$ cat src/ppfm_pkg.sv
// Package for the port pin function multiplexer: widths, reset values, carriers.
// Assumes one 200 MHz clock domain and synchronous pin inputs.
package ppfm_pkg;
  localparam int unsigned CLK_PERIOD_NS = 5;
  localparam int unsigned P0_W = 2;
  localparam int unsigned P1_W = 8;
  localparam int unsigned P2_W = 4;
  localparam int unsigned P3_W = 4;
  localparam int unsigned P4_W = 2;
  localparam int unsigned P6_W = 2;
  localparam int unsigned P7_W = 2;
  localparam int unsigned P12_W = 3;
  localparam int unsigned NUM_IRQ = 6;
  localparam int unsigned PIN_W = 27;
  // Pin lane positions inside the flat pin vector
  localparam int unsigned P0_LSB = 0;
  localparam int unsigned P1_LSB = 2;
  localparam int unsigned P2_LSB = 10;
  localparam int unsigned P3_LSB = 14;
  localparam int unsigned P4_LSB = 18;
  localparam int unsigned P6_LSB = 20;
  localparam int unsigned P7_LSB = 22;
  localparam int unsigned P12_LSB = 24;
  // Reset values: all inputs, no pull-ups, port 2 analog
  localparam logic [PIN_W-1:0] DIR_RST = 27'h7ffffff;
  localparam logic [PIN_W-1:0] PULL_RST = 27'h0000000;
  localparam logic [P2_W-1:0] P2_ANALOG_RST = 4'hf;
  // Pins that have a pull-up option: ports 0,1,3,4,7 and port12 bit 0
  localparam logic [PIN_W-1:0] PULL_CAP = 27'h1ffc3ff & 27'h7cfc3ff;
  // Open-drain pins (port 6)
  localparam logic [PIN_W-1:0] OD_MASK = 27'h0300000;

  typedef enum logic [1:0] {
    PPFM_EDGE_NONE,
    PPFM_EDGE_RISE,
    PPFM_EDGE_FALL,
    PPFM_EDGE_BOTH
  } ppfm_edge_t;

  // Per-pin pad control as seen by the pad ring
  typedef struct packed {
    logic [PIN_W-1:0] out;
    logic [PIN_W-1:0] oe_n;
    logic [PIN_W-1:0] pull_en;
  } ppfm_pad_t;

  // Peripheral output drive toward the pins
  typedef struct packed {
    logic csu_clock_out;
    logic csu_clock_oe;
    logic csu_data_out;
    logic uart_a_transmit;
    logic uart_b_transmit;
    logic counter_a_out;
    logic counter_b_out;
    logic interval_timer_a_out;
    logic interval_timer_b_out;
    logic twowire_data_low;
    logic twowire_clock_low;
  } ppfm_periph_out_t;

  // Peripheral inputs taken from the pins
  typedef struct packed {
    logic csu_clock_in;
    logic csu_data_in;
    logic uart_a_receive;
    logic uart_b_receive;
    logic counter_a_clock_in;
    logic counter_b_clock_in;
    logic twowire_data_in;
    logic twowire_clock_in;
    logic ext_lowvolt_detect_in;
    logic ext_main_clock_in;
    logic [3:0] debug_in;
    logic [P2_W-1:0] analog_sel;
  } ppfm_periph_in_t;
endpackage : ppfm_pkg

$ cat src/ppfm_edge_det.sv
// Edge detector for the external interrupt inputs, one per pin.
// Assumes pin samples already registered in the CLK domain.
`timescale 1ns/10ps
`default_nettype none
module ppfm_edge_det
  import ppfm_pkg::*;
(
  input wire logic CLK,
  input wire logic RESETN,
  input wire logic CE,
  input wire logic ENABLE,
  input wire ppfm_edge_t MODE,
  input wire logic LEVEL,
  output logic REQ
);
  typedef struct packed {
    logic prev;
    logic req;
  } ppfm_ed_state_t;

  ppfm_ed_state_t s_q;
  ppfm_ed_state_t s_d;
  logic rise;
  logic fall;

  assign rise = LEVEL & ~s_q.prev;
  assign fall = ~LEVEL & s_q.prev;

  always_comb begin
    s_d = s_q;
    s_d.prev = LEVEL;
    s_d.req = 1'b0;
    if (ENABLE) begin
      case (MODE)
        PPFM_EDGE_RISE: s_d.req = rise;
        PPFM_EDGE_FALL: s_d.req = fall;
        PPFM_EDGE_BOTH: s_d.req = rise | fall;
        default: s_d.req = 1'b0;
      endcase
    end
  end

  always_ff @(posedge CLK or negedge RESETN) begin
    if (!RESETN) begin
      s_q <= '0;
    end else if (CE) begin
      s_q <= s_d;
    end
  end

  assign REQ = s_q.req;

  rising_edge_a: assert property (@(posedge CLK) disable iff (!RESETN)
    (CE && ENABLE && MODE == PPFM_EDGE_RISE && LEVEL && !s_q.prev) |=> REQ)
    else $error("Rising edge request missing");
  no_req_off_a: assert property (@(posedge CLK) disable iff (!RESETN)
    (CE && !ENABLE) |=> !REQ)
    else $error("Request while edge detect disabled");
endmodule : ppfm_edge_det
`default_nettype wire

$ cat src/ppfm_mux.sv
// Port pin function multiplexer: per-pin direction, pull-up and alternate routing.
// Assumes synchronous pin inputs; pad ring resolves oe_n (low = drive) and pull-ups.
`timescale 1ns/10ps
`default_nettype none
// Behaviour
// - One direction bit per pin selects input or output.
// - Port or alternate function is chosen per pin.
// - Ports 0, 1, 3, 4, 7 have per-pin pull-up enable registers.
// - Port 12 pull-up only on bit 0; other bits have none.
// - Port 2 pins come out of reset in analog mode.
// - Port 2 alternate mode routes to analog channels 0 to 3.
// - External interrupts trigger on rising, falling or both edges.
// - Port 6 pins drive open-drain: pull low or release.
// - Port 6 alternate mode carries two-wire data and clock lines.
// - Serial clock pin bidirectional; data in input only, data out output only.
// - Each UART gets one receive pin and one transmit pin.
// - Port 1 carries counter A clock and output, interval timer outputs.
// - Port 3 carries interrupts 1-4, counter B clock and output, debug.
// - Ports 4 and 7 are plain I/O only.
// - Port 12 carries interrupt 0, low-volt detect, debug, external clock.
// - Debug pins exist only in the debug-capable variant.
// - Reset input is active low.
module ppfm_mux
  import ppfm_pkg::*;
#(
  parameter bit DEBUG_VARIANT = 1'b0
)
(
  input wire logic CLK,
  input wire logic RESETN,
  input wire logic CE,
  // Software mode writes: one strobe loads all control words
  input wire logic CFG_WE,
  input wire logic [PIN_W-1:0] CFG_DIR,
  input wire logic [PIN_W-1:0] CFG_PULL,
  input wire logic [PIN_W-1:0] CFG_ALT,
  input wire logic [PIN_W-1:0] CFG_LATCH,
  input wire logic [2*NUM_IRQ-1:0] CFG_EDGE,
  input wire logic FLASH_PROG_MODE_SELECT,
  // Pad side
  input wire logic [PIN_W-1:0] PIN_IN,
  output ppfm_pad_t PAD,
  // Peripheral side
  input wire ppfm_periph_out_t PERIPH_OUT,
  output ppfm_periph_in_t PERIPH_IN,
  output logic [NUM_IRQ-1:0] EXT_IRQ,
  // Software-visible state
  output logic [PIN_W-1:0] PORT_IN,
  output logic [PIN_W-1:0] DIR_STATE,
  output logic [PIN_W-1:0] ALT_STATE,
  output logic FLASH_PROG_REQ
);
  typedef struct packed {
    logic [PIN_W-1:0] dir;
    logic [PIN_W-1:0] pull;
    logic [PIN_W-1:0] alt;
    logic [PIN_W-1:0] latch;
    logic [2*NUM_IRQ-1:0] edge_sel;
    logic [PIN_W-1:0] pin_s;
    ppfm_pad_t pad;
    ppfm_periph_in_t pin;
    logic flash;
  } ppfm_state_t;

  ppfm_state_t s_q;
  ppfm_state_t s_d;
  logic [PIN_W-1:0] per_o;
  logic [PIN_W-1:0] per_oe;
  logic [PIN_W-1:0] per_has_out;
  logic [NUM_IRQ-1:0] irq_pin;
  logic [NUM_IRQ-1:0] irq_en;

  // Lane index for port p bit b
  function automatic int unsigned lane(input int unsigned lsb, input int unsigned b);
    return lsb + b;
  endfunction : lane

  // Peripheral outputs on their lanes
  always_comb begin
    per_o = '0;
    per_oe = '0;
    per_has_out = '0;
    // Input direction hands the pin to the serial clock, output to transmit A
    per_o[lane(P1_LSB, 0)] = s_q.dir[lane(P1_LSB, 0)] ?
      PERIPH_OUT.csu_clock_out : PERIPH_OUT.uart_a_transmit;
    per_oe[lane(P1_LSB, 0)] = PERIPH_OUT.csu_clock_oe | ~s_q.dir[lane(P1_LSB, 0)];
    per_has_out[lane(P1_LSB, 0)] = 1'b1;
    per_o[lane(P1_LSB, 2)] = PERIPH_OUT.csu_data_out;
    per_oe[lane(P1_LSB, 2)] = 1'b1;
    per_has_out[lane(P1_LSB, 2)] = 1'b1;
    per_o[lane(P1_LSB, 3)] = PERIPH_OUT.uart_b_transmit;
    per_oe[lane(P1_LSB, 3)] = 1'b1;
    per_has_out[lane(P1_LSB, 3)] = 1'b1;
    per_o[lane(P1_LSB, 5)] = PERIPH_OUT.interval_timer_a_out;
    per_oe[lane(P1_LSB, 5)] = 1'b1;
    per_has_out[lane(P1_LSB, 5)] = 1'b1;
    per_o[lane(P1_LSB, 6)] = PERIPH_OUT.interval_timer_b_out;
    // Shares its pin with interrupt 5, so only drives when direction is output
    per_oe[lane(P1_LSB, 6)] = ~s_q.dir[lane(P1_LSB, 6)];
    per_has_out[lane(P1_LSB, 6)] = 1'b1;
    // Counter A output only when direction says output, else pin is its clock
    per_o[lane(P1_LSB, 7)] = PERIPH_OUT.counter_a_out;
    per_oe[lane(P1_LSB, 7)] = ~s_q.dir[lane(P1_LSB, 7)];
    per_has_out[lane(P1_LSB, 7)] = 1'b1;
    per_o[lane(P3_LSB, 3)] = PERIPH_OUT.counter_b_out;
    per_oe[lane(P3_LSB, 3)] = ~s_q.dir[lane(P3_LSB, 3)];
    per_has_out[lane(P3_LSB, 3)] = 1'b1;
    // Two-wire lines only ever pull low
    per_o[lane(P6_LSB, 0)] = 1'b0;
    per_oe[lane(P6_LSB, 0)] = PERIPH_OUT.twowire_clock_low;
    per_has_out[lane(P6_LSB, 0)] = 1'b1;
    per_o[lane(P6_LSB, 1)] = 1'b0;
    per_oe[lane(P6_LSB, 1)] = PERIPH_OUT.twowire_data_low;
    per_has_out[lane(P6_LSB, 1)] = 1'b1;
  end

  // Alternate only for pins that have a function; ports 4 and 7 never
  localparam logic [PIN_W-1:0] ALT_CAP = 27'h733fffc;

  always_comb begin
    s_d = s_q;
    if (CFG_WE) begin
      s_d.dir = CFG_DIR;
      s_d.pull = CFG_PULL & PULL_CAP;
      s_d.alt = CFG_ALT & ALT_CAP;
      s_d.latch = CFG_LATCH;
      s_d.edge_sel = CFG_EDGE;
    end
    s_d.pin_s = PIN_IN;
    s_d.flash = FLASH_PROG_MODE_SELECT;
    for (int unsigned i = 0; i < PIN_W; i++) begin
      if (s_q.alt[i] && per_has_out[i]) begin
        s_d.pad.out[i] = per_o[i];
        s_d.pad.oe_n[i] = ~per_oe[i];
      end else if (OD_MASK[i]) begin
        s_d.pad.out[i] = 1'b0;
        s_d.pad.oe_n[i] = s_q.dir[i] | s_q.latch[i];
      end else if (i >= P2_LSB && i < P2_LSB + P2_W && s_q.alt[i]) begin
        s_d.pad.out[i] = 1'b0;
        s_d.pad.oe_n[i] = 1'b1;
      end else begin
        s_d.pad.out[i] = s_q.latch[i];
        s_d.pad.oe_n[i] = s_q.dir[i];
      end
      // No pull-up while direction is output
      s_d.pad.pull_en[i] = s_q.pull[i] & s_q.dir[i];
    end
    s_d.pin.csu_clock_in = s_q.pin_s[lane(P1_LSB, 0)];
    s_d.pin.csu_data_in = s_q.pin_s[lane(P1_LSB, 1)];
    s_d.pin.uart_a_receive = s_q.pin_s[lane(P1_LSB, 1)];
    s_d.pin.uart_b_receive = s_q.pin_s[lane(P1_LSB, 4)];
    s_d.pin.counter_a_clock_in = s_q.pin_s[lane(P1_LSB, 7)];
    s_d.pin.counter_b_clock_in = s_q.pin_s[lane(P3_LSB, 3)];
    s_d.pin.twowire_clock_in = s_q.pin_s[lane(P6_LSB, 0)];
    s_d.pin.twowire_data_in = s_q.pin_s[lane(P6_LSB, 1)];
    s_d.pin.ext_lowvolt_detect_in = s_q.pin_s[lane(P12_LSB, 0)];
    s_d.pin.ext_main_clock_in = s_q.pin_s[lane(P12_LSB, 2)];
    // Debug lanes read zero on the plain variant
    s_d.pin.debug_in = DEBUG_VARIANT ? {s_q.pin_s[lane(P3_LSB, 2)],
      s_q.pin_s[lane(P3_LSB, 1)], s_q.pin_s[lane(P12_LSB, 2)],
      s_q.pin_s[lane(P12_LSB, 1)]} : 4'h0;
    s_d.pin.analog_sel = s_q.alt[P2_LSB +: P2_W];
  end

  always_ff @(posedge CLK or negedge RESETN) begin
    if (!RESETN) begin
      s_q <= '0;
      s_q.dir <= DIR_RST;
      s_q.pull <= PULL_RST;
      s_q.alt <= {{(PIN_W-P2_LSB-P2_W){1'b0}}, P2_ANALOG_RST, {P2_LSB{1'b0}}};
      s_q.pad.oe_n <= DIR_RST;
    end else if (CE) begin
      s_q <= s_d;
    end
  end

  // Interrupt pins: port12 bit0, port3 bits 0..3, port1 bit6
  assign irq_pin = {s_q.pin_s[lane(P1_LSB, 6)], s_q.pin_s[P3_LSB +: P3_W],
    s_q.pin_s[lane(P12_LSB, 0)]};
  assign irq_en = {s_q.alt[lane(P1_LSB, 6)], s_q.alt[P3_LSB +: P3_W],
    s_q.alt[lane(P12_LSB, 0)]};

  for (genvar g = 0; g < NUM_IRQ; g++) begin : g_irq
    ppfm_edge_det u_edge (
      .CLK(CLK),
      .RESETN(RESETN),
      .CE(CE),
      .ENABLE(irq_en[g]),
      .MODE(ppfm_edge_t'(s_q.edge_sel[2*g +: 2])),
      .LEVEL(irq_pin[g]),
      .REQ(EXT_IRQ[g])
    );
  end

  assign PAD = s_q.pad;
  assign PERIPH_IN = s_q.pin;
  assign PORT_IN = s_q.pin_s;
  assign DIR_STATE = s_q.dir;
  assign ALT_STATE = s_q.alt;
  // Board keeps this low outside programming; we only report it
  assign FLASH_PROG_REQ = s_q.flash;

  analog_reset_a: assert property (@(posedge CLK)
    $rose(RESETN) |-> ALT_STATE[P2_LSB +: P2_W] == P2_ANALOG_RST)
    else $error("Port 2 not analog after reset");
  no_drive_reset_a: assert property (@(posedge CLK)
    $rose(RESETN) |-> PAD.oe_n == DIR_RST && PAD.pull_en == PULL_RST)
    else $error("Pin drives after reset");
  od_high_a: assert property (@(posedge CLK) disable iff (!RESETN)
    (PAD.oe_n[P6_LSB +: P6_W] != 2'h3) |-> PAD.out[P6_LSB +: P6_W] == 2'h0)
    else $error("Open-drain pin drives high");
  pull_cap_a: assert property (@(posedge CLK) disable iff (!RESETN)
    (PAD.pull_en & ~PULL_CAP) == '0)
    else $error("Pull-up on a pin without option");
  dir_load_a: assert property (@(posedge CLK) disable iff (!RESETN)
    (CE && CFG_WE) |=> DIR_STATE == $past(CFG_DIR))
    else $error("Direction write lost");
  plain_ports_a: assert property (@(posedge CLK) disable iff (!RESETN)
    ALT_STATE[P4_LSB +: P4_W] == 2'h0 && ALT_STATE[P7_LSB +: P7_W] == 2'h0)
    else $error("Plain port in alternate mode");
  input_path_a: assert property (@(posedge CLK) disable iff (!RESETN)
    CE |=> PORT_IN == $past(PIN_IN))
    else $error("Pin sample missed");
  csu_out_a: assert property (@(posedge CLK) disable iff (!RESETN)
    (CE && ALT_STATE[lane(P1_LSB, 2)]) |=> PAD.out[lane(P1_LSB, 2)] ==
      $past(PERIPH_OUT.csu_data_out) && !PAD.oe_n[lane(P1_LSB, 2)])
    else $error("Serial data out not routed");

  // Peripheral outputs: one registered stage from mode and drive to the pad
  uart_a_tx_a: assert property (@(posedge CLK) disable iff (!RESETN)
    (CE && ALT_STATE[lane(P1_LSB, 0)] && !DIR_STATE[lane(P1_LSB, 0)]) |=>
      PAD.out[lane(P1_LSB, 0)] == $past(PERIPH_OUT.uart_a_transmit) &&
      !PAD.oe_n[lane(P1_LSB, 0)])
    else $error("Transmit A not routed");
  csu_clock_a: assert property (@(posedge CLK) disable iff (!RESETN)
    (CE && ALT_STATE[lane(P1_LSB, 0)] && DIR_STATE[lane(P1_LSB, 0)]) |=>
      PAD.out[lane(P1_LSB, 0)] == $past(PERIPH_OUT.csu_clock_out) &&
      PAD.oe_n[lane(P1_LSB, 0)] == !$past(PERIPH_OUT.csu_clock_oe))
    else $error("Serial clock drive not routed");
  uart_b_tx_a: assert property (@(posedge CLK) disable iff (!RESETN)
    (CE && ALT_STATE[lane(P1_LSB, 3)]) |=>
      PAD.out[lane(P1_LSB, 3)] == $past(PERIPH_OUT.uart_b_transmit) &&
      !PAD.oe_n[lane(P1_LSB, 3)])
    else $error("Transmit B not routed");
  timer_a_out_a: assert property (@(posedge CLK) disable iff (!RESETN)
    (CE && ALT_STATE[lane(P1_LSB, 5)]) |=>
      PAD.out[lane(P1_LSB, 5)] == $past(PERIPH_OUT.interval_timer_a_out) &&
      !PAD.oe_n[lane(P1_LSB, 5)])
    else $error("Interval timer A not routed");
  timer_b_out_a: assert property (@(posedge CLK) disable iff (!RESETN)
    (CE && ALT_STATE[lane(P1_LSB, 6)] && !DIR_STATE[lane(P1_LSB, 6)]) |=>
      PAD.out[lane(P1_LSB, 6)] == $past(PERIPH_OUT.interval_timer_b_out) &&
      !PAD.oe_n[lane(P1_LSB, 6)])
    else $error("Interval timer B not routed");
  counter_a_out_a: assert property (@(posedge CLK) disable iff (!RESETN)
    (CE && ALT_STATE[lane(P1_LSB, 7)] && !DIR_STATE[lane(P1_LSB, 7)]) |=>
      PAD.out[lane(P1_LSB, 7)] == $past(PERIPH_OUT.counter_a_out) &&
      !PAD.oe_n[lane(P1_LSB, 7)])
    else $error("Counter A output not routed");
  counter_b_out_a: assert property (@(posedge CLK) disable iff (!RESETN)
    (CE && ALT_STATE[lane(P3_LSB, 3)] && !DIR_STATE[lane(P3_LSB, 3)]) |=>
      PAD.out[lane(P3_LSB, 3)] == $past(PERIPH_OUT.counter_b_out) &&
      !PAD.oe_n[lane(P3_LSB, 3)])
    else $error("Counter B output not routed");
  twowire_data_a: assert property (@(posedge CLK) disable iff (!RESETN)
    (CE && ALT_STATE[lane(P6_LSB, 1)]) |=>
      PAD.oe_n[lane(P6_LSB, 1)] == !$past(PERIPH_OUT.twowire_data_low))
    else $error("Two-wire data sink not routed");
  twowire_clock_a: assert property (@(posedge CLK) disable iff (!RESETN)
    (CE && ALT_STATE[lane(P6_LSB, 0)]) |=>
      PAD.oe_n[lane(P6_LSB, 0)] == !$past(PERIPH_OUT.twowire_clock_low))
    else $error("Two-wire clock sink not routed");
  od_port_a: assert property (@(posedge CLK) disable iff (!RESETN)
    (CE && !ALT_STATE[lane(P6_LSB, 0)]) |=> PAD.oe_n[lane(P6_LSB, 0)] ==
      $past(DIR_STATE[lane(P6_LSB, 0)] | s_q.latch[lane(P6_LSB, 0)]))
    else $error("Open-drain port sink wrong");
  analog_lane_a: assert property (@(posedge CLK) disable iff (!RESETN)
    (CE && ALT_STATE[lane(P2_LSB, 0)]) |=> PAD.oe_n[lane(P2_LSB, 0)])
    else $error("Analog pin driven");
  analog_route_a: assert property (@(posedge CLK) disable iff (!RESETN)
    CE |=> PERIPH_IN.analog_sel == $past(ALT_STATE[P2_LSB +: P2_W]))
    else $error("Analog channel select wrong");

  // Peripheral inputs: one stage behind the port input sample
  csu_in_a: assert property (@(posedge CLK) disable iff (!RESETN)
    CE |=> PERIPH_IN.csu_clock_in == $past(PORT_IN[lane(P1_LSB, 0)]) &&
      PERIPH_IN.csu_data_in == $past(PORT_IN[lane(P1_LSB, 1)]))
    else $error("Serial inputs not routed");
  uart_rx_a: assert property (@(posedge CLK) disable iff (!RESETN)
    CE |=> PERIPH_IN.uart_a_receive == $past(PORT_IN[lane(P1_LSB, 1)]) &&
      PERIPH_IN.uart_b_receive == $past(PORT_IN[lane(P1_LSB, 4)]))
    else $error("Receive inputs not routed");
  counter_in_a: assert property (@(posedge CLK) disable iff (!RESETN)
    CE |=> PERIPH_IN.counter_a_clock_in == $past(PORT_IN[lane(P1_LSB, 7)]) &&
      PERIPH_IN.counter_b_clock_in == $past(PORT_IN[lane(P3_LSB, 3)]))
    else $error("Counter clocks not routed");
  twowire_in_a: assert property (@(posedge CLK) disable iff (!RESETN)
    CE |=> PERIPH_IN.twowire_clock_in == $past(PORT_IN[lane(P6_LSB, 0)]) &&
      PERIPH_IN.twowire_data_in == $past(PORT_IN[lane(P6_LSB, 1)]))
    else $error("Two-wire inputs not routed");
  clock_lvi_in_a: assert property (@(posedge CLK) disable iff (!RESETN)
    CE |=> PERIPH_IN.ext_lowvolt_detect_in == $past(PORT_IN[lane(P12_LSB, 0)]) &&
      PERIPH_IN.ext_main_clock_in == $past(PORT_IN[lane(P12_LSB, 2)]))
    else $error("Port 12 inputs not routed");
  debug_off_a: assert property (@(posedge CLK) disable iff (!RESETN)
    CE |=> DEBUG_VARIANT || PERIPH_IN.debug_in == 4'h0)
    else $error("Debug input on plain variant");
  alt_load_a: assert property (@(posedge CLK) disable iff (!RESETN)
    (CE && CFG_WE) |=> ALT_STATE == $past(CFG_ALT & ALT_CAP))
    else $error("Alternate write lost");
  pull_gate_a: assert property (@(posedge CLK) disable iff (!RESETN)
    CE |=> PAD.pull_en == $past(s_q.pull & DIR_STATE))
    else $error("Pull-up not gated by direction");
  flash_follow_a: assert property (@(posedge CLK) disable iff (!RESETN)
    CE |=> FLASH_PROG_REQ == $past(FLASH_PROG_MODE_SELECT))
    else $error("Programming select not reported");
endmodule : ppfm_mux
`default_nettype wire

$ cat config.mk
export PLATFORM = sky130hd
export DESIGN_NAME = ppfm_mux
export DESIGN_NICKNAME = d
export VERILOG_FILES = /design/src/ppfm_pkg.sv /design/src/ppfm_edge_det.sv /design/src/ppfm_mux.sv
export SDC_FILE = /design/constraint.sdc
export NUM_CORES = 1
export LEC_CHECK = 0
export ABC_CLOCK_PERIOD_IN_PS = 2860
export BUFFER_PORTS_ARGS = -buffer_cell sky130_fd_sc_hd__buf_2
export CAP_MARGIN = 15
export CORE_MARGIN = 2
export CORE_UTILIZATION = 55
export CTS_CLUSTER_SIZE = 8
export DETAILED_ROUTE_END_ITERATION = 12
export PLACE_DENSITY_LB_ADDON = 0.3
export SYNTH_ARGS = -nofsm -noshare
export SYNTH_HDL_FRONTEND = slang
export SYNTH_SLANG_ARGS = --single-unit
$ cat constraint.sdc
create_clock -name CLK -period 2.86 [get_ports CLK]
set_input_delay 0.858 -clock CLK [delete_from_list [all_inputs] [get_ports CLK]]
set_output_delay 0.858 -clock CLK [all_outputs]
set_load 0.05 [all_outputs]
### Word level (Yosys, flattened, before mapping)

Index checks and enable logic that the tools add are counted.

* bits of input ports: 163
* output and inout bits: 187
* register bits: 228

* bitwise logic cells: 56
* equal/unequal tests: 18
* reductions and logical operators: 1
* muxes and demuxes: 34

Operator list (count)
* AND 1 bit: 31
* 2-to-1 mux 1 bit: 28
* equality test 2 bit (second input constant): 12
* case mux 1 bit (3 select lines): 6
* NOT 1 bit: 16
* equality test 2 x 1 -> 1 bit (second input constant): 6
* OR 1 bit: 9
* AND reduction 2 bit: 1

### Depth between registers and ports, before layout

Gate-level depths: netlist (run 1).

* depth in word-level cells: 5
* mapped depth: 5

### Cells and area by module

Synthesis (run 1) repeated with hierarchy kept, for this count alone.

* cell total of the unflattened synthesis: 813
* area total of the unflattened synthesis: 10602.7 um^2

Modules (own cells, without submodules)
* ppfm_mux: times used 1, cells an instance 729, area each 9844.4 um^2
* ppfm_edge_det: times used 6, cells an instance 14, area each 126.4 um^2

### Least setup slack after synthesis (run 1)

No wires, ideal clock.

* path type: input to register
* start point: input port CE
* end point: register s_q (netlist bit ALT_STATE[14])
* required time: 2733 ps
* arrival: 1577 ps
* library setup time: 127 ps
* stages on the path: 4
* slack: 1155 ps
* path through: nand2_2 > buf_4 > buf_6 > mux2_1

* longest elaborated chain between the ends: 1

RTL lines
* from (decl): RTL line ppfm_mux.sv:31 `input wire logic CE,`
* AND reduction 2 bit (no source line)
* to (decl): RTL line ppfm_mux.sv:65 `ppfm_state_t s_q;`

No other way between the ends.
A chain may end at the register's enable or synchronous reset.

### Worst setup path after layout (run 1)

* start point: register s_q (netlist bit ALT_STATE[13])
* end point: output port ALT_STATE[13]

RTL lines
* to (decl): RTL line ppfm_mux.sv:50 `output logic [PIN_W-1:0] ALT_STATE,`

No word-level cell between the ends.

==> results of run 1 <==
==> metal layers <==
metal	wire length (um)	vias to the layer above	global-route usage, %
li1	-	2890	-
met1	8140	2952	25.2
met2	9840	255	33.5
met3	1610	50	6.72
met4	620	0	7.37
met5	0	-	0
==> flip-flops by register name, indices dropped and copies added, names as in the netlist <==
name / flops
g_irq.u_edge.REQ: 6
g_irq.u_edge.s_q: 4
PORT_IN: 27
s_d: 14
PAD: 71
s_q: 44
FLASH_PROG_REQ: 1
DIR_STATE: 27
PERIPH_IN: 13
ALT_STATE: 21
==> placed cells by master (no fill, tap or decap) <==
| cell | instances |
|---|---|
| buf_2 | 313 |
| dfrtp_1 | 170 |
| mux2_2 | 133 |
| dfstp_2 | 58 |
| mux2_1 | 40 |
| inv_1 | 39 |
| o21ai_0 | 38 |
| clkbuf_16 | 37 |
| nand2_1 | 26 |
| clkbuf_1 | 21 |
| nand3_1 | 20 |
| conb_1 | 20 |
| nor2_1 | 15 |
| a21oi_1 | 13 |
| a31oi_1 | 12 |
| ha_1 | 12 |
| buf_12 | 8 |
| o22ai_1 | 7 |
| mux2i_1 | 7 |
| a21o_1 | 6 |
| nor2b_1 | 6 |
| buf_4 | 4 |
| diode_2 | 3 |
| nor3_1 | 2 |
| nand2_4 | 1 |
| clkinv_2 | 1 |
| buf_8 | 1 |
| buf_6 | 1 |
==> worst reg2reg max path: cells and delay by family (launching register included) <==
kind | cells | cell delay, ns
DFF | 1 | 0.61
AOI/OAI and AO/OA | 1 | 0.09
muxes | 2 | 0.48
==> through the flow <==
step	cell area [um^2]	hold slack, ns	worst slack (ns)	power (W)	std cells
finish	12000	0.307	0.615	0.0105	1248
global route	12000	0.323	0.573	0.0109	1246
CTS	12000	0.307	0.585	0.0106	1245
detailed placement	11000	0.469	0.828	0.00684	1186
global placement	11000	0.458	0.842	0.00678	1186
floorplan	10500	0.449	1.16	0.00664	842
==> worst paths after layout <==
| kind | startpoint | to | slack (ns) | depth (start not counted) |
|---|---|---|---|---|
| worst max-delay path | ALT_STATE[13]$_DFFE_PN1P_ | ALT_STATE[13] | 0.62 | 1 |
| worst min-delay path | RESETN | ALT_STATE[14]$_DFFE_PN0P_ | 0.31 | 1 |
| worst max register to register | DIR_STATE[2]$_DFFE_PN1P_ | PAD[56]$_DFFE_PN0P_ | 1.57 | 3 |
| worst min register to register | PAD[34]$_DFFE_PN1P_ | PAD[34]$_DFFE_PN1P_ | 0.47 | 2 |
| max in group asynchronous | RESETN | PAD[37]$_DFFE_PN1P_ | 1.81 | 2 |
| min in group CLK | PAD[34]$_DFFE_PN1P_ | PAD[34]$_DFFE_PN1P_ | 0.47 | 2 |
==> cells by family (layout without fill, tap and decap cells) <==
family / count (synthesis) / after routing / synth area share [%]
other: 1 / 23 / 0.0360
buffers and inverters: 256 / 425 / 16.6
AOI/OAI and AO/OA: 76 / 76 / 4.03
and+or+nand+nor: 70 / 70 / 2.96
adders and majority gates: 12 / 12 / 1.44
DFF: 228 / 228 / 55.5
muxes: 180 / 180 / 19.4
==> area by class of cell <==
cell class | count | area (um^2)
Timing Repair Buffer | 327 | 1780
Inverter | 39 | 146
Clock inverter | 1 | 5.00
Fill cell | 1459 | 6650
Clock buffer | 58 | 1000
Multi-Input combinational cell | 358 | 2980
Tap cell | 234 | 293
Sequential cell | 228 | 5780
Antenna cell | 3 | 7.51
==> power breakdown <==
| group | total [W] | switching (W) | internal (W) |
|---|---|---|---|
| clock network | 0.00370 | 0.00134 | 0.00236 |
| logic | 0.00263 | 0.00190 | 0.000735 |
| registers | 0.00413 | 0.000310 | 0.00382 |
| total | 0.0105 | 0.00355 | 0.00692 |
==> metrics.cfg, run 1 <==
[timing]
rsz0062_at_grt = no
hold_viol = 0
period_share_pct = 78.5
fmaxAchievable_mhz = 445
finalClockSkew_ns = 0.00985
tns_ns = 0
layout_min_cycle_time_ns = 2.24
slew_violations = 0
final-setup-viol-count = 0

[grt]
grt_max_degree = 99
antenna_found_initial = 2
grt_pass1_wl_um = 32400
globalRouteOverflowTotal = 0
track_usage_pct = 20.3
grt_pass1_vias = 6274

[drt]
wl_um = 20200
via_per_inst = 4.93
dr.pass1.iters = 4
vias = 6147
ant_nets = 0
drt_iter0_drc = 241
wire_per_inst_um = 16.2
drc = 0

[worst_setup_path]
endpoint_kind = output port
crit_family = flip-flops
critPathRequiredTime_ns = 2.00
critPathMaxFanout = 5
arrival_ns = 1.39
path_buf_inv = 1
path_class = reg2out
crit_slowest_cell = dfstp_2
path_cells = buf_2
cpPeakStageDelay_ns = 0.60
critPathLaunchType = flop

[power_and_ir_drop]
power_density_nw_per_um2 = 873
max-vdd-ir-drop_mv = 0.592
leakage_nw = 5.79

[clocking]
clk_pin_slew_worst_paths_ns = 0.05
cts_max_path_buffers = 3
post_cts_buffers = 0
cts_hold_buf = 0
cts_buffers = 34
cts_sinks = 228
cts_tree = yes
cts_max_level = 2
cts_resized = 0
clkLatencyLatePin_ns = 0.48
cts-root-buf = clkbuf_16

[place]
place_hpwl_um = 14100
port_buffers = 315
routabilityCongestion = 0.781

[floorplanning]
dieArea_um2 = 20000
die_w_um = 142
dieHeight_um = 142
ioPinCount = 350
rows = 50
core_area_um2 = 18600
initial_core_util_pct = 55.8

[synthesis]
synth_async_sr_flop_share_pct = 100
yosys.cell_types.count = 23
synth_edf_count = 0
ys_seq_elements = 228
syn_inst = 823
synth_top_area_cell = dfrtp_1
synthTopCellsByCount = 190 x buf_4, 170 x dfrtp_1, 133 x mux2_2
synth_most_common_cell = buf_4
ys_seq_area_share_pct = 55.5
yosysWarnings = 0
yosysTopAreaCellShare_pct = 40.9
synth_area_um2 = 10400
syn_area_per_cell_um2 = 12.6
netlist_top_cells_area = dfrtp_1 41%, dfstp_2 15%, mux2_2 14%, buf_4 14%, mux2_1 4.3%
synth_ff_type = dfrtp_1

[status]
status = finished, final reports clean

[cells_and_area]
drive_gt1_share_pct = 55.1
syn2layout_area_growth_pct = 15.2
nNetsFinal = 1163
postLayoutCoreUtil_pct = 64.3

[hold_path]
hp-class = in2async

[run]
maxCapViolations = 0

(Power assumes the default switching activity.)
==> inputs of run 2 (changes only) <==
- ABC_CLOCK_PERIOD_IN_PS: 2860 -> 1800
- CORE_UTILIZATION: 55 -> 46
- clock period: 2.86 -> 1.8 ns (I/O delays scaled with it)
==> run 2 against run 1 <==
  * Clock power grew 57%
  * Wire length up 7.4%
  * Highest routed layer is now met5
  * Worst setup slack got worse by 0.59 ns
  * Design area rose by 4.3%
  * Global-route usage fell by 2.3 points
  * Critical path type unchanged
  * Largest cell class unchanged
==> metrics.cfg, run 2 (synthesis results as in run 1) <==
[status]
status = finished, final reports clean  ; unchanged

[grt]
grt_max_degree = 56  ; was 99
globalRouteOverflowTotal = 0  ; unchanged
antenna_found_initial = 4  ; was 2
track_usage_pct = 18.1  ; was 20.3%
grt_pass1_vias = 6296  ; was 6274
grt_pass1_wl_um = 34200  ; was 32400 um

[cells_and_area]
syn2layout_area_growth_pct = 20.2  ; was 15.2%
postLayoutCoreUtil_pct = 55.8  ; was 64.3%
layout_common_cells = 253 x buf_2, 170 x dfrtp_1, 133 x mux2_2  ; was 313 x buf_2, 170 x dfrtp_1, 133 x mux2_2
nNetsFinal = 1183  ; was 1163
stdcell_area_um2 = 12500  ; was 12000 um^2
largest_register_ffs = 71  ; unchanged
drive_gt1_share_pct = 55.8  ; was 55.1%
final_common_cell = buf_2  ; unchanged
final_cells = 1318  ; was 1248

[timing]
rsz0062_at_grt = yes  ; was no
slew_violations = 0  ; unchanged
period_share_pct = 98.5
finalClockSkew_ns = 0.0110  ; was 0.00985 ns
hold_viol = 0  ; unchanged
hold_slack_ns = 0.262  ; was 0.307 ns
fmaxAchievable_mhz = 564
layout_min_cycle_time_ns = 1.77
setup_slack_ns = 0.0262  ; was 0.615 ns
final-setup-viol-count = 0  ; unchanged

[place]
port_buffers = 315  ; unchanged
place_area_um2 = 11100  ; was 11000 um^2
routabilityCongestion = 0.786  ; was 0.781
place_hpwl_um = 15100  ; was 14100 um
dp_slack_ns = 0.179  ; was 0.828 ns
dp_cells = 1246  ; was 1186

[drt]
wl_um = 21700  ; was 20200 um
dr.pass1.iters = 6  ; was 4
drc = 0  ; unchanged
via_per_inst = 4.73  ; was 4.93
wire_per_inst_um = 16.5  ; was 16.2 um
vias = 6234  ; was 6147
drt_iter0_drc = 143  ; was 241
ant_nets = 0  ; unchanged

[worst_setup_path]
path_depth = 1  ; unchanged
rr_worst_depth = 4  ; was 3
arrival_ns = 1.23  ; was 1.39 ns
critPathCapture = ALT_STATE[13]  ; unchanged
path_class = reg2out  ; unchanged
r2r_end = PAD[56]$_DFFE_PN0P_  ; unchanged
critPathRequiredTime_ns = 1.26  ; was 2.00 ns
crit_slowest_cell = dfstp_2  ; unchanged
reg2reg_slack_ns = 0.39  ; was 1.57 ns
path_cells = buf_8  ; was buf_2
reg2reg_from = DIR_STATE[2]$_DFFE_PN1P_  ; unchanged
cpPeakStageDelay_ns = 0.59  ; was 0.60 ns
crit_start = ALT_STATE[13]$_DFFE_PN1P_  ; unchanged
path_buf_inv = 1  ; unchanged
critPathLaunchType = flop  ; unchanged
endpoint_kind = output port  ; unchanged
critPathMaxFanout = 2  ; was 5
crit_family = flip-flops  ; unchanged

[hold_path]
hp-class = in2reg  ; was in2async

[power_and_ir_drop]
power_density_nw_per_um2 = 1350  ; was 873 nW/um^2
leakage_nw = 5.98  ; was 5.79 nW
max-vdd-ir-drop_mv = 1.26  ; was 0.592 mV

[clocking]
clk_pin_slew_worst_paths_ns = 0.05  ; about the same
cts_max_level = 2  ; unchanged
cts_sinks = 228  ; unchanged
cts_max_path_buffers = 3  ; unchanged
cts_buffers = 34  ; unchanged
cts_tree = yes  ; unchanged
cts-root-buf = clkbuf_16  ; unchanged
clkLatencyLatePin_ns = 0.49  ; was 0.48 ns

[floorplanning]
initial_core_util_pct = 46.4  ; was 55.8%
rows = 55  ; was 50
ioPinCount = 350  ; unchanged
dieArea_um2 = 23800  ; was 20000 um^2
die_w_um = 154  ; was 142 um
dieHeight_um = 154  ; was 142 um
core_area_um2 = 22400  ; was 18600 um^2

[run]
maxCapViolations = 0  ; unchanged

-- run 2: timing repair --
action / 4_1_cts / 5_1_grt
hold endpoints to repair: 20 / 0
setup buffers: 4 / 6
resized for setup: 79 / 19
pin swaps: 0 / 0
hold buffers: 1 / 0
endpoints found under the setup margin: 59 / 20
-- run 2: routing by layer --
layer	share of wire (%)	up-vias	GRT usage [%]
met5	0.12	-	0
met4	2.3	4	5.78
met3	8.5	45	6.25
met1	40	3009	21.5
li1	-	2939	-
met2	49	237	30.8
-- run 2: report_power, final --
part | total [W] | internal, W | switching, W
Combinational | 0.00450 | 0.00145 | 0.00306
Clock | 0.00582 | 0.00364 | 0.00218
Sequential | 0.00660 | 0.00608 | 0.000520
Total | 0.0169 | 0.0112 | 0.00575
-- run 2: layout make-up --
type	count	area, um^2
Antenna cell	2	5.00
Clock buffer	58	972
Clock inverter	1	8.76
Fill cell	1919	9930
Inverter	39	146
Multi-Input combinational cell	358	2980
Sequential cell	228	5780
Tap cell	285	357
Timing Repair Buffer	347	2270
-- run 2: how the worst min path moves through the flow --
stage	from	endpoint	cells after the start
2_1_floorplan	RESETN	ALT_STATE[14]$_DFFE_PN0P_	0
3_3_place_gp	RESETN	ALT_STATE[25]$_DFFE_PN0P_	1
3_5_place_dp	RESETN	PORT_IN[16]$_DFFE_PN0P_	1
4_1_cts	PIN_IN[15]	PORT_IN[15]$_DFFE_PN0P_	3
5_1_grt	CFG_PULL[7]	s_q[200]$_DFFE_PN0P_	2
6_report	CFG_PULL[18]	s_q[211]$_DFFE_PN0P_	2
-- run 2: per-stage QoR --
| step | power (W) | TNS (ns) |
|---|---|---|
| final | 0.0169 | 0 |
| after CTS | 0.0171 | -0.0272 |
| after global routing | 0.0177 | -0.0304 |
| after floorplan | 0.0105 | 0 |
| after global placement | 0.0108 | 0 |
| after detailed placement | 0.0109 | 0 |
